==> src/common/tc_pkg.sv <==
// Constants shared by the compare-output timer block.
package tc_pkg;

	// Register indices on the plain register port.
	localparam logic [2:0] ADDR_CTRL = 3'h0;
	localparam logic [2:0] ADDR_COUNT = 3'h1;
	localparam logic [2:0] ADDR_COMPARE = 3'h2;
	localparam logic [2:0] ADDR_STATUS = 3'h3;
	localparam logic [2:0] ADDR_PORT = 3'h4;

	// Control register fields.
	localparam int CTRL_CLK_SEL_LSB = 0;
	localparam int CTRL_WAVE_LSB = 3;
	localparam int CTRL_COM_LSB = 5;
	localparam int CTRL_FORCE_BIT = 7;

	// Status register fields; the two flags are write one to clear.
	localparam int STAT_OVF_BIT = 0;
	localparam int STAT_CMP_BIT = 1;
	localparam int STAT_OCS_BIT = 2;

	// Port register fields.
	localparam int PORT_DATA_BIT = 0;
	localparam int PORT_DIR_BIT = 1;

	// Reset values.
	localparam logic [7:0] CTRL_RESET = 8'h00;
	localparam logic [7:0] COUNT_RESET = 8'h00;
	localparam logic [7:0] COMPARE_RESET = 8'h00;

	localparam logic [7:0] COUNT_MAX = 8'hff;
	localparam logic [7:0] COUNT_BOTTOM = 8'h00;

	// Waveform modes.
	localparam logic [1:0] WAVE_NORMAL = 2'h0;
	localparam logic [1:0] WAVE_FAST_PWM = 2'h1;
	localparam logic [1:0] WAVE_CLEAR_MATCH = 2'h2;
	localparam logic [1:0] WAVE_PHASE_PWM = 2'h3;

	// Compare output actions in the non-PWM modes.
	localparam logic [1:0] COM_NONE = 2'h0;
	localparam logic [1:0] COM_TOGGLE = 2'h1;
	localparam logic [1:0] COM_CLEAR = 2'h2;
	localparam logic [1:0] COM_SET = 2'h3;

	// Prescaler selections.
	localparam logic [2:0] CLK_STOP = 3'h0;
	localparam logic [2:0] CLK_DIV1 = 3'h1;
	localparam logic [2:0] CLK_DIV8 = 3'h2;
	localparam logic [2:0] CLK_DIV32 = 3'h3;
	localparam logic [2:0] CLK_DIV64 = 3'h4;
	localparam logic [2:0] CLK_DIV128 = 3'h5;
	localparam logic [2:0] CLK_DIV256 = 3'h6;
	localparam logic [2:0] CLK_DIV1024 = 3'h7;
	localparam int PRESCALE_WIDTH = 10;

endpackage

==> src/common/tick_if.sv <==
// Timer tick path between the prescaler and the timer core.
`timescale 1ns/1ps
interface tick_if;
	logic [2:0] clk_sel;
	logic tick;
	modport src (input clk_sel, output tick);
	modport dst (output clk_sel, input tick);
endinterface : tick_if

==> src/rtl/timer_compare_output.sv <==
// Eight-bit timer with normal and clear-on-match modes and compare output.
//
// The strobed register port and the register offsets are this design's own decisions.
`timescale 1ns/1ps
module timer_compare_output (
	// Clock and reset
	input wire logic core_clk,
	input wire logic rst_b,
	// Register port
	input wire logic [2:0] reg_addr,
	input wire logic [7:0] reg_wdata,
	input wire logic reg_wr,
	input wire logic reg_rd,
	output logic [7:0] reg_rdata,
	// Interrupt service acknowledges
	input wire logic ovf_int_ack,
	input wire logic cmp_int_ack,
	// Flag levels toward the interrupt controller
	output logic ovf_flag_out,
	output logic cmp_flag_out,
	// Compare output pin
	output logic pin_out,
	output logic pin_oe
);
	typedef enum logic [1:0] {
		WAVE_IS_NORMAL = 2'h0,
		WAVE_IS_FAST = 2'h1,
		WAVE_IS_CLEAR = 2'h3,
		WAVE_IS_PHASE = 2'h2
	} wave_t;

	tick_if tk ();

	logic [7:0] ctrl_reg;
	logic [7:0] counter_value_reg;
	logic [7:0] compare_value_reg;
	logic overflow_flag_reg;
	logic compare_flag_reg;
	logic compare_output_state_reg;
	logic port_data_reg;
	logic output_pin_direction_bit_reg;
	logic match_block_reg;
	logic match_pending_reg;
	logic [7:0] reg_rdata_reg;
	logic pin_out_reg;
	logic pin_oe_reg;

	logic [1:0] compare_output_mode_field;
	logic [1:0] waveform_mode_field;
	wave_t wave_mode;
	logic timer_tick;
	logic non_pwm;
	logic wr_ctrl;
	logic wr_count;
	logic wr_compare;
	logic wr_status;
	logic wr_port;
	logic force_compare_strobe;
	logic match_raw;
	logic match_live;
	logic at_top;
	logic [7:0] counter_value_next;
	logic compare_output_state_next;
	logic apply_action;

	// Applies the non-PWM compare output action to a current state.
	function automatic logic com_action(input logic [1:0] mode,
			input logic cur);
		unique case (mode)
			tc_pkg::COM_NONE: com_action = cur;
			tc_pkg::COM_TOGGLE: com_action = ~cur;
			tc_pkg::COM_CLEAR: com_action = 1'b0;
			tc_pkg::COM_SET: com_action = 1'b1;
		endcase
	endfunction

	function automatic logic addr_write(input logic [2:0] a,
			input logic [2:0] target, input logic wr);
		addr_write = wr && (a == target);
	endfunction

	timer_prescaler u_prescaler (
		.core_clk(core_clk),
		.rst_b(rst_b),
		.tk(tk.src)
	);

	assign tk.clk_sel = ctrl_reg[tc_pkg::CTRL_CLK_SEL_LSB +: 3];
	assign timer_tick = tk.tick;
	// Compare output mode is read straight from the control register.
	assign compare_output_mode_field =
		ctrl_reg[tc_pkg::CTRL_COM_LSB +: 2];
	assign waveform_mode_field = ctrl_reg[tc_pkg::CTRL_WAVE_LSB +: 2];

	always_comb begin
		unique case (waveform_mode_field)
			tc_pkg::WAVE_NORMAL: wave_mode = WAVE_IS_NORMAL;
			tc_pkg::WAVE_FAST_PWM: wave_mode = WAVE_IS_FAST;
			tc_pkg::WAVE_CLEAR_MATCH: wave_mode = WAVE_IS_CLEAR;
			tc_pkg::WAVE_PHASE_PWM: wave_mode = WAVE_IS_PHASE;
		endcase
	end

	assign non_pwm = (wave_mode == WAVE_IS_NORMAL) ||
		(wave_mode == WAVE_IS_CLEAR);

	assign wr_ctrl = addr_write(reg_addr, tc_pkg::ADDR_CTRL, reg_wr);
	assign wr_count = addr_write(reg_addr, tc_pkg::ADDR_COUNT, reg_wr);
	assign wr_compare = addr_write(reg_addr, tc_pkg::ADDR_COMPARE, reg_wr);
	assign wr_status = addr_write(reg_addr, tc_pkg::ADDR_STATUS, reg_wr);
	assign wr_port = addr_write(reg_addr, tc_pkg::ADDR_PORT, reg_wr);
	assign force_compare_strobe = wr_ctrl &&
		reg_wdata[tc_pkg::CTRL_FORCE_BIT];

	// The compare register is unbuffered in both non-PWM modes.
	assign match_raw = (counter_value_reg == compare_value_reg);
	assign match_live = match_raw && !match_block_reg;
	assign at_top = match_live && (wave_mode == WAVE_IS_CLEAR);

	// Counting follows the tick and count writes; clear-on-match mode also restarts at a match.
	always_comb begin
		counter_value_next = counter_value_reg;
		if (wr_count) begin
			counter_value_next = reg_wdata;
		end else if (timer_tick) begin
			if (at_top) begin
				counter_value_next = tc_pkg::COUNT_BOTTOM;
			end else begin
				counter_value_next = counter_value_reg + 8'h01;
			end
		end
	end

	always_ff @(posedge core_clk or negedge rst_b) begin
		if (!rst_b) begin
			counter_value_reg <= tc_pkg::COUNT_RESET;
		end else begin
			counter_value_reg <= counter_value_next;
		end
	end

	// A count write holds a block that lasts until the next timer clock ends.
	always_ff @(posedge core_clk or negedge rst_b) begin
		if (!rst_b) begin
			match_block_reg <= 1'b0;
		end else if (wr_count) begin
			match_block_reg <= 1'b1;
		end else if (timer_tick) begin
			match_block_reg <= 1'b0;
		end
	end

	// The flag rises on the timer clock after the one that saw the match.
	always_ff @(posedge core_clk or negedge rst_b) begin
		if (!rst_b) begin
			match_pending_reg <= 1'b0;
		end else if (timer_tick) begin
			match_pending_reg <= match_live && non_pwm;
		end
	end

	// Set wins over a clear in the same cycle.
	always_ff @(posedge core_clk or negedge rst_b) begin
		if (!rst_b) begin
			compare_flag_reg <= 1'b0;
		end else if (timer_tick && match_pending_reg) begin
			compare_flag_reg <= 1'b1;
		end else if (cmp_int_ack ||
				(wr_status && reg_wdata[tc_pkg::STAT_CMP_BIT])) begin
			compare_flag_reg <= 1'b0;
		end
	end

	always_ff @(posedge core_clk or negedge rst_b) begin
		if (!rst_b) begin
			overflow_flag_reg <= 1'b0;
		end else if (timer_tick && !wr_count && non_pwm &&
				counter_value_reg == tc_pkg::COUNT_MAX) begin
			overflow_flag_reg <= 1'b1;
		end else if (ovf_int_ack ||
				(wr_status && reg_wdata[tc_pkg::STAT_OVF_BIT])) begin
			overflow_flag_reg <= 1'b0;
		end
	end

	// A forced compare changes only the state flop, never flag or counter.
	assign apply_action = non_pwm &&
		(force_compare_strobe || (timer_tick && match_live));

	always_comb begin
		compare_output_state_next = compare_output_state_reg;
		if (apply_action) begin
			compare_output_state_next = com_action(
				force_compare_strobe ?
				reg_wdata[tc_pkg::CTRL_COM_LSB +: 2] :
				compare_output_mode_field,
				compare_output_state_reg);
		end
	end

	// The state flop lives apart from the pin so it can be preset.
	always_ff @(posedge core_clk or negedge rst_b) begin
		if (!rst_b) begin
			compare_output_state_reg <= 1'b0;
		end else begin
			compare_output_state_reg <= compare_output_state_next;
		end
	end

	always_ff @(posedge core_clk or negedge rst_b) begin
		if (!rst_b) begin
			ctrl_reg <= tc_pkg::CTRL_RESET;
		end else if (wr_ctrl) begin
			// The force bit is a strobe and always reads back zero.
			ctrl_reg <= {1'b0, reg_wdata[6:0]};
		end
	end

	always_ff @(posedge core_clk or negedge rst_b) begin
		if (!rst_b) begin
			compare_value_reg <= tc_pkg::COMPARE_RESET;
		end else if (wr_compare) begin
			compare_value_reg <= reg_wdata;
		end
	end

	always_ff @(posedge core_clk or negedge rst_b) begin
		if (!rst_b) begin
			port_data_reg <= 1'b0;
			output_pin_direction_bit_reg <= 1'b0;
		end else if (wr_port) begin
			port_data_reg <= reg_wdata[tc_pkg::PORT_DATA_BIT];
			output_pin_direction_bit_reg <= reg_wdata[tc_pkg::PORT_DIR_BIT];
		end
	end

	// Pin gating reads the state flop, so the pin lags the flop by one edge,
	// and only the output mode decides the source.
	always_ff @(posedge core_clk or negedge rst_b) begin
		if (!rst_b) begin
			pin_out_reg <= 1'b0;
			pin_oe_reg <= 1'b0;
		end else begin
			pin_out_reg <= (compare_output_mode_field != tc_pkg::COM_NONE) ?
				compare_output_state_reg : port_data_reg;
			pin_oe_reg <= output_pin_direction_bit_reg;
		end
	end

	always_ff @(posedge core_clk or negedge rst_b) begin
		if (!rst_b) begin
			reg_rdata_reg <= 8'h00;
		end else if (reg_rd) begin
			unique case (reg_addr)
				tc_pkg::ADDR_CTRL: reg_rdata_reg <= ctrl_reg;
				tc_pkg::ADDR_COUNT: reg_rdata_reg <= counter_value_reg;
				tc_pkg::ADDR_COMPARE: reg_rdata_reg <= compare_value_reg;
				tc_pkg::ADDR_STATUS: reg_rdata_reg <= {5'h00,
					compare_output_state_reg, compare_flag_reg,
					overflow_flag_reg};
				tc_pkg::ADDR_PORT: reg_rdata_reg <= {6'h00,
					output_pin_direction_bit_reg, port_data_reg};
				default: reg_rdata_reg <= 8'h00;
			endcase
		end else begin
			reg_rdata_reg <= 8'h00;
		end
	end

	assign reg_rdata = reg_rdata_reg;
	assign ovf_flag_out = overflow_flag_reg;
	assign cmp_flag_out = compare_flag_reg;
	assign pin_out = pin_out_reg;
	assign pin_oe = pin_oe_reg;
endmodule // timer_compare_output

==> src/rtl/timer_prescaler.sv <==
// Prescaler that makes the one-cycle timer clock enable.
`timescale 1ns/1ps
module timer_prescaler (
	// Clock and reset
	input wire logic core_clk,
	input wire logic rst_b,
	// Tick path
	tick_if.src tk
);
	logic [tc_pkg::PRESCALE_WIDTH-1:0] div_reg;
	logic tick_next;

	always_ff @(posedge core_clk or negedge rst_b) begin
		if (!rst_b) begin
			div_reg <= '0;
		end else if (tk.clk_sel == tc_pkg::CLK_STOP) begin
			div_reg <= '0;
		end else begin
			div_reg <= div_reg + 10'h001;
		end
	end

	// Divisors 1, 8, 32, 64, 128, 256 and 1024 as all-ones low bits.
	always_comb begin
		unique case (tk.clk_sel)
			tc_pkg::CLK_STOP: tick_next = 1'b0;
			tc_pkg::CLK_DIV1: tick_next = 1'b1;
			tc_pkg::CLK_DIV8: tick_next = &div_reg[2:0];
			tc_pkg::CLK_DIV32: tick_next = &div_reg[4:0];
			tc_pkg::CLK_DIV64: tick_next = &div_reg[5:0];
			tc_pkg::CLK_DIV128: tick_next = &div_reg[6:0];
			tc_pkg::CLK_DIV256: tick_next = &div_reg[7:0];
			tc_pkg::CLK_DIV1024: tick_next = &div_reg[9:0];
		endcase
	end

	assign tk.tick = tick_next;
endmodule // timer_prescaler

==> config.mk <==
export PLATFORM = sky130hd
export DESIGN_NAME = timer_compare_output
export DESIGN_NICKNAME = d
export VERILOG_FILES = /design/src/common/tc_pkg.sv /design/src/common/tick_if.sv /design/src/rtl/timer_compare_output.sv /design/src/rtl/timer_prescaler.sv
export SDC_FILE = /design/constraint.sdc
export NUM_CORES = 1
export LEC_CHECK = 0
export BUFFER_PORTS_ARGS = -buffer_cell sky130_fd_sc_hd__buf_4
export CAP_MARGIN = 15
export CORE_ASPECT_RATIO = 2
export CORE_UTILIZATION = 60
export CTS_BUF_LIST = sky130_fd_sc_hd__clkbuf_8
export DETAILED_ROUTE_END_ITERATION = 7
export GPL_ROUTABILITY_DRIVEN = 0
export HOLD_SLACK_MARGIN = 0.02
export PLACE_DENSITY_LB_ADDON = 0.1
export SKIP_CTS_REPAIR_TIMING = 1
export SYNTH_ARGS = -nofsm -noshare
export SYNTH_HDL_FRONTEND = slang
export SYNTH_SLANG_ARGS = --single-unit
==> constraint.sdc <==
create_clock -name core_clk -period 2.4 [get_ports core_clk]
set_clock_uncertainty 0.1 [all_clocks]
set_input_delay 0.24 -clock core_clk [delete_from_list [all_inputs] [get_ports core_clk]]
set_output_delay 0.24 -clock core_clk [all_outputs]
set_load 0.01 [all_outputs]
# --- After elaboration in Yosys (flattened, before gate mapping) ---
# Cells that the tools add are included.
# Widths: inputs -> output; s select.
op_classes:
  add_sub_neg: 2
  bitwise: 2
  reduce_logical: 39
  eq_ne: 20
  mux: 17
op_table:
  columns: ["operator", "n"]
  rows:
  - ["$pmux 8 s5", 1]
  - ["$mux 8", 4]
  - ["$logic_and 1x1->1", 17]
  - ["$eq 3x3->1 const B", 5]
  - ["$eq 3x2->1 const B", 4]
  - ["$add 10x1->10 const B", 1]
  - ["$eq 2x2->1 const B", 5]
  - ["$mux 10", 1]
  - ["$reduce_and 10->1", 1]
  - ["$add 8x1->8 const B", 1]
  - ["$eq 8x8->1", 1]
  - ["$eq 8x8->1 const B", 1]
  - ["$pmux 1 s8", 1]
  - ["$pmux 2 s4", 1]
  - ["$reduce_and 8->1", 1]
  - ["$reduce_bool 2->1", 4]
  - ["$mux 1", 7]
  - ["$reduce_and 7->1", 1]
  - ["$eq 3x1->1 const B", 2]
  - ["$logic_not 2->1", 3]
  - ["$logic_not 3->1", 2]
  - ["$reduce_and 6->1", 1]
  - ["$reduce_and 5->1", 1]
  - ["$eq 2x1->1 const B", 2]
  - ["7 further kinds", 12]
totals:
  out_inout_bits: 12
  regBits: 50
  inputBits: 17

# --- Logic depth before layout (Yosys ltp) ---
# Gate-level depths: netlist of run 1.
logic_depth:
  ltp_word: 7
  depth_mapped: 10

# --- Modules after synthesis ---
# A second synthesis of run 1 with hierarchy kept.
unflattened:
  hier_cells: 254
  hier_area_um2: 2688.8
by_module_without_submodules:
  columns: ["module", "cells_each", "seq_area_each_um2", "area_each_um2", "n_inst"]
  rows:
  - ["timer_compare_output", 200, 1001.0, 2153.3, 1]
  - ["timer_prescaler", 54, 250.2, 535.5, 1]

# --- Worst setup path before layout of run 1 ---
# OpenSTA, ideal clock, no wires.
synth_path:
  path_type: "flip-flop to flip-flop"
  startpoint: "register u_prescaler.div_reg[0] (netlist name)"
  endpoint: "register counter_value_reg[2]"
  setup_time_ns: 0.126
  n_path_buf: 1
  arrival_ns: 1.887
  slack_ns: 0.287
  path_stages_with_launch: 11
  synth_period_minus_slack_ns: 2.113
  required_time_ns: 2.174
  path_cell_list: "dfrtp_1 > ha_1 > nand3_1 > inv_1 > ha_1 > inv_1 > a311oi_1 > or3_1 > buf_4 > a32oi_1 > o21ai_1"
synth_between:
  elab_chain_len: 3
synth_rtl:
  columns: ["item", "line", "rtl"]
  rows:
  - ["from (decl)", "timer_prescaler.sv:10", "logic [tc_pkg::PRESCALE_WIDTH-1:0] div_reg;"]
  - ["from (signal assigned)", "timer_prescaler.sv:19", "div_reg <= div_reg + 10'h001;"]
  - ["$reduce_and 10->1 (tied with other cells)", "timer_prescaler.sv:33", "tc_pkg::CLK_DIV1024: tick_next = &div_reg[9:0];"]
  - ["$pmux 1 s8 *", "timer_prescaler.sv:25", "unique case (tk.clk_sel)"]
  - ["$reduce_bool 2->1 (no source line) *", null, null]
  - ["to (signal assigned)", "timer_compare_output.sv:136", "counter_value_reg <= tc_pkg::COUNT_RESET;"]
  - ["to (signal assigned)", "timer_compare_output.sv:138", "counter_value_reg <= counter_value_next;"]
  - ["to (decl)", "timer_compare_output.sv:35", "logic [7:0] counter_value_reg;"]
# Every way passes the cells marked *; elsewhere a longest branch is shown, timed or not.
# A chain may end at the register's enable or synchronous reset.

# --- Worst setup path in the final report of run 1 ---
layout_path:
  startpoint: "register u_prescaler.div_reg[0] (netlist name)"
  endpoint: "register counter_value_reg[7]"
# The elaborated chain is that of the path after synthesis.

==> results of run 1 <==
## worst max-delay path by stage
stage	start	to	slack, ns	cells after the start
3_5_place_dp	u_prescaler.div_reg[0]	counter_value_reg[6]	0.18	9
5_1_grt	u_prescaler.div_reg[0]	compare_output_state_reg	0.03	9
3_3_place_gp	u_prescaler.div_reg[0]	counter_value_reg[7]	0.26	9
6_report	u_prescaler.div_reg[0]	counter_value_reg[7]	0.23	9
4_1_cts	u_prescaler.div_reg[0]	counter_value_reg[7]	0.12	9
2_1_floorplan	u_prescaler.div_reg[0]	counter_value_reg[2]	0.29	10
## worst max-delay path: cells and delay by family (launching register included)
family,cells,cell delay [ns]
adders and majority gates,2,0.40
AOI/OAI and AO/OA,3,0.46
DFF,1,0.40
and+or+nand+nor,2,0.58
buffers and inverters,2,0.11
## where the power goes
group / switching [mW] / total, mW / internal [mW]
Clock: 0.258 / 0.451 / 0.193
Combinational: 0.331 / 0.691 / 0.360
Sequential: 0.234 / 1.26 / 1.03
## per-layer routing
| metal | vias up | global-route usage, % | routed length (um) |
|---|---|---|---|
| li1 | 929 | - | - |
| met1 | 970 | 29.9 | 2170 |
| met2 | 50 | 50.1 | 3150 |
| met3 | 18 | 3.83 | 181 |
| met4 | 0 | 13.2 | 214 |
| met5 | - | 0 | 0 |
## synth_stat cells (6+ instances only)
cell	number	area, um^2
nor3_1	7	35.0
nand2_1	22	82.6
nor2b_1	7	43.8
a32oi_1	6	52.6
xor2_1	8	70.1
a21oi_1	18	90.1
nand3_1	7	35.0
mux2_2	18	203
nor2_1	19	71.3
dfrtp_1	50	1250
o21ai_1	7	35.0
## layout make-up
type                            count  area [um^2]  share of cell area [%]
Clock buffer                        5         68.8                    2.32
Clock inverter                      2         7.51                   0.253
Inverter                            5         18.8                   0.633
Multi-Input combinational cell    179         1300                    44.0
Sequential cell                    50         1250                    42.2
Tap cell                           52         65.1                    2.19
Timing Repair Buffer               33          250                    8.44
## cell families (layout without fill, tap and decap cells)
group	after synthesis	after routing
AO/OA/AOI/OAI	42	42
XOR/XNOR	13	13
adder cells (fa/ha/maj)	4	4
buffers and inverters	14	45
flip-flops	50	50
multiplexers	27	27
AND/OR/NAND/NOR	93	93
## metrics by stage
stage | total power, mW | hold slack, ns | cell area [um^2] | utilization (%) | std cells
after floorplan | 1.73 | -0.156 | 2630 | - | 243
after global placement | 1.95 | 0.202 | 2870 | 69.6 | 318
after detailed placement | 1.97 | 0.198 | 2870 | 69.6 | 318
after CTS | 2.41 | -0.123 | 2950 | 71.5 | 325
after global routing | 2.55 | 0.0836 | 2970 | 71.8 | 326
final | 2.41 | 0.0913 | 2970 | 71.8 | 326
==> reports/qor.yml, run 1 <==
die:
  die_x_um: 48.8
  die-area_um2: 4670
  rows: 33
  die_height_um: 95.6
  initial_core_util_pct: 63.7
  ios: 29
  core-area_um2: 4130
finish:
  final_cell_mix: "dfrtp_1 (50), buf_4 (32), nand2_1 (22)"
  syn2layout_area_growth_pct: 12.8
  largest_register_ff_count: 10
  layout_commonest_cell: "dfrtp_1"
  antennaDiodeCount: 0
  fin_nets: 295
  final_layout_size_suffix_gt1_share_pct: 25.9
  fillers: 334
worst_setup_path:
  worstPathMaxFanout: 9
  path_cells: "ha_1, nand3_1, inv_1, ha_1, inv_1, a311oi_1, or3_4, a32oi_1, o21ai_1"
  slowest_stage: "or3_4"
  reg2reg_from: "u_prescaler.div_reg[0]"
  slowest_delay_ns: 0.47
  critical_path_arrival_ns: 2.24
  critPathCaptureType: "flop"
  worstSetupStartpointType: "flop"
  worst-setup-path-type: "reg2reg"
  r2r_slack_ns: 0.23
  r2r_cells: 9
  r2r-end: "counter_value_reg[7]"
  cp.required_ns: 2.47
worst_hold_path:
  min_path_type: "in2reg"
  hold_end: "counter_value_reg[2]"
  holdCritStartpoint: "reg_wdata[2]"
  hold_path_depth: 3
sta:
  hold_viol_final: 0
  min_period_ns: 2.17
  finalWorstSetupSlack_ns: 0.234
  fmax_mhz: 462
  fin_setup_tns_ns: 0
  finalSetupViolations: 0
  drv_slew: 0
  tightest_slew_ns: 0.629
  rsz0062_at_grt: "no"
  period_share_pct: 90.3
  slew_headroom_pct: 58.1
placement:
  portBuffers: 28
  pre_cts_slack_ns: 0.178
  dp_hpwl_um: 4170
synthesis:
  netlist_area_um2: 2630
  yosysUniqueCellTypes: 50
  syn_inst: 243
  async_flop_share_pct: 100
  synth_flop_cell: "dfrtp_1"
  synthAdderAreaFrac_pct: 1.90
  synth-simple-area-share_pct: 19.8
  synth.mux.area_fraction_pct: 12.8
  ys_seq_elements: 50
  synth_xor_area_share_pct: 4.33
  yosys_warnings: 0
  synth_compound_area_share_pct: 10.6
  synth_area_per_cell_um2: 10.8
  synth_top_family_by_area: "simple AND/OR/NAND/NOR gates"
  postSynthNetCount: 264
  synth_edf_count: 0
  yosysSeqAreaShare_pct: 47.6
drt:
  post_drt_via_cell_ratio: 6.03
  firstDrtPassIters: 4
  dr_total_vias: 1967
  drt_iter0_drc: 35
  drc_errors: 0
  drt_wl_total_um: 5720
  routedWlPerCell_um: 17.5
  ant_nets: 0
clocking:
  cts.sinks: 50
  cts_buffers: 5
  cts_buffer_depth: 2
  h-tree-depth: 2
  clock_latency_ns: 0.30
  clockRootBuffer: "clkbuf_8"
  cts_tree: "built"
  clk_transition_reported_paths_ns: 0.08
grt:
  grt_max_degree: 51
  grt_antenna_before_repair: 0
  grt_pass1_vias: 1941
  overflow: 0
  grt_usage_pct: 27.1
  grt_pass1_wl_um: 9400
power:
  cellLeakagePower_nw: 1.30
  ir_drop_uv: 691
  p_per_area_nw_per_um2: 811
run_status:
  status: "completed"
job:
  cap_violations: 0
(Power assumes the default switching activity.)
==> run 2: changes to the inputs <==
--- a/config.mk
+++ b/config.mk
@@ -5,6 +5,7 @@
 export SDC_FILE = /design/constraint.sdc
 export NUM_CORES = 1
 export LEC_CHECK = 0
+export ABC_AREA = 1
 export BUFFER_PORTS_ARGS = -buffer_cell sky130_fd_sc_hd__buf_4
 export CAP_MARGIN = 15
 export CORE_ASPECT_RATIO = 2
==> reports/qor.yml, run 2 <==
run_status:
  status: "completed"
finish:
  layout_commonest_cell: "nand2_1"
  final_core_util_pct: 70.8
  fillers: 381
  antennaDiodeCount: 0
  fin_nets: 399
  largest_register_ff_count: 10
  syn2layout_area_growth_pct: 13.1
  final_layout_size_suffix_gt1_share_pct: 16.4
  final_cell_mix: "nand2_1 (88), inv_1 (50), dfrtp_1 (50)"
drt:
  drt_wl_total_um: 6700
  drt_iter0_drc: 94
  ant_nets: 0
  firstDrtPassIters: 4
  routedWlPerCell_um: 15.5
  post_drt_via_cell_ratio: 5.52
  dr_total_vias: 2389
  drc_errors: 0
worst_setup_path:
  slowest_stage: "dfrtp_1"
  r2r_slack_ns: 0.45
  slowest_delay_ns: 0.41
  critPathCaptureType: "flop"
  worstPathMaxFanout: 9
  cp.required_ns: 2.55
  worstSetupStartpointType: "flop"
  worst-setup-path-type: "reg2reg"
  critical_path_arrival_ns: 2.10
  path_cells: "ha_1, nand3_1, inv_1, ha_1, nor2_1, nor2_1, nand2_1, nand3_4, nor2_4, a21oi_1, nand2_1"
synthesis:
  synth_common_cells: "nand2_1 (88), dfrtp_1 (50), inv_1 (49)"
  netlist_area_um2: 2740
  synth_area_per_cell_um2: 7.90
  synth_flop_cell: "dfrtp_1"
  yosys_warnings: 0
  syn_inst: 347
  async_flop_share_pct: 100
  yosysSeqAreaShare_pct: 45.6
  synth_top_cell_area_share_pct: 45.6
  ys_seq_elements: 50
  synth.most_common_cell: "nand2_1"
  yosysUniqueCellTypes: 36
  synth_edf_count: 0
  yosysTopAreaCell: "dfrtp_1"
  synthTopCellsByArea: "dfrtp_1 (46%), nand2_1 (12%), inv_1 (6.7%)"
  postSynthNetCount: 368
clocking:
  h-tree-depth: 2
  cts.sinks: 50
  cts_buffers: 5
  clock_latency_ns: 0.31
  cts_tree: "built"
  clk_transition_reported_paths_ns: 0.09
  clockRootBuffer: "clkbuf_8"
  cts_buffer_depth: 2
sta:
  finalSetupViolations: 0
  slew_headroom_pct: 58.2
  drv_slew: 0
  tightest_slew_ns: 0.628
  finalWorstSetupSlack_ns: 0.447
  rsz0062_at_grt: "no"
  fin_setup_tns_ns: 0
  hold_viol_final: 0
  min_period_ns: 1.95
  worst_hold_slack_ns: 0.0589
  period_share_pct: 81.4
  fmax_mhz: 512
placement:
  pre_cts_slack_ns: 0.481
  dp_hpwl_um: 5120
  portBuffers: 28
die:
  die-area_um2: 4860
  core-area_um2: 4380
  die_height_um: 97.6
  initial_core_util_pct: 62.6
  rows: 34
  die_x_um: 49.8
  ios: 29
power:
  power_mw: 2.57
  ir_drop_uv: 643
  p_per_area_nw_per_um2: 828
  cellLeakagePower_nw: 1.64
worst_hold_path:
  min_path_type: "in2reg"
job:
  cap_violations: 0
grt:
  grt_antenna_before_repair: 0
  grt_max_degree: 51
  grt_usage_pct: 31.4
  overflow: 0
  grt_pass1_wl_um: 11300
  grt_pass1_vias: 2431
## run 2: cell types whose count changed in the layout (fill, tap and decap cells not counted), moves of 5 or more
cell	before	now
o21ai_1	7	1
mux2i_1	5	0
a32oi_1	6	0
nand2_2	0	5
o21ai_0	3	17
nand3_1	7	20
nor2b_1	7	0
o21ai_2	1	8
inv_1	7	50
mux2_2	18	0
nor2_1	19	34
nand2_1	22	88
## run 2: per-stage QoR
stage / cell area [um^2] / std cells
after floorplan: 2740 / 347
after global placement: 2980 / 424
after detailed placement: 2980 / 424
after CTS: 3090 / 432
after global routing: 3100 / 433
final: 3100 / 433
## run 2: logic make-up (layout without fill, tap and decap cells)
kind of cell / Yosys count / in the layout / synth area share (%)
simple gates: 169 / 169 / 28.5
flops: 50 / 50 / 45.6
compound gates: 56 / 56 / 12.3
fa+ha+maj: 4 / 4 / 1.83
buf+inv: 60 / 92 / 9.13
xor+xnor: 8 / 8 / 2.56
## run 2: cell type report
cell class / count / area (um^2) / area share, %
Timing Repair Buffer: 30 / 228 / 7.34
Clock buffer: 5 / 68.8 / 2.22
Tap cell: 54 / 67.6 / 2.18
Inverter: 54 / 205 / 6.62
Multi-Input combinational cell: 237 / 1240 / 40.0
Sequential cell: 50 / 1250 / 40.3
Clock inverter: 3 / 41.3 / 1.33
## run 2: per-layer routing
metal	vias up	wire [um]	global-route usage (%)
met4	0	445	20.2
met5	-	0	0
met1	1124	2380	31.5
met3	29	196	4.38
met2	65	3680	57.1
li1	1171	-	-
## run 2: where the power goes
part / total (mW) / switching [mW] / internal (mW)
Combinational: 0.746 / 0.437 / 0.308
Clock: 0.586 / 0.279 / 0.307
Sequential: 1.24 / 0.226 / 1.01
Total: 2.57 / 0.942 / 1.63
## run 2: worst paths after layout
kind                                               from                     end  depth (start not counted)
setup / recovery                 u_prescaler.div_reg[0]    counter_value_reg[6]                         11
max in group asynchronous                         rst_b    counter_value_reg[2]                          2
setup reg to reg                 u_prescaler.div_reg[0]    counter_value_reg[6]                         11
min in group asynchronous                         rst_b  u_prescaler.div_reg[3]                          2
hold / removal                                   reg_rd            reg_rdata[3]                          3
hold reg to reg            output_pin_direction_bit_reg                  pin_oe                          0
## run 2: critical path: cells and delay by family, from the launching register on
| kind | cells | cell delay (ns) |
|---|---|---|
| buf+inv | 1 | 0.06 |
| compound gates | 1 | 0.10 |
| fa+ha+maj | 2 | 0.39 |
| flops | 1 | 0.41 |
| simple gates | 7 | 0.82 |
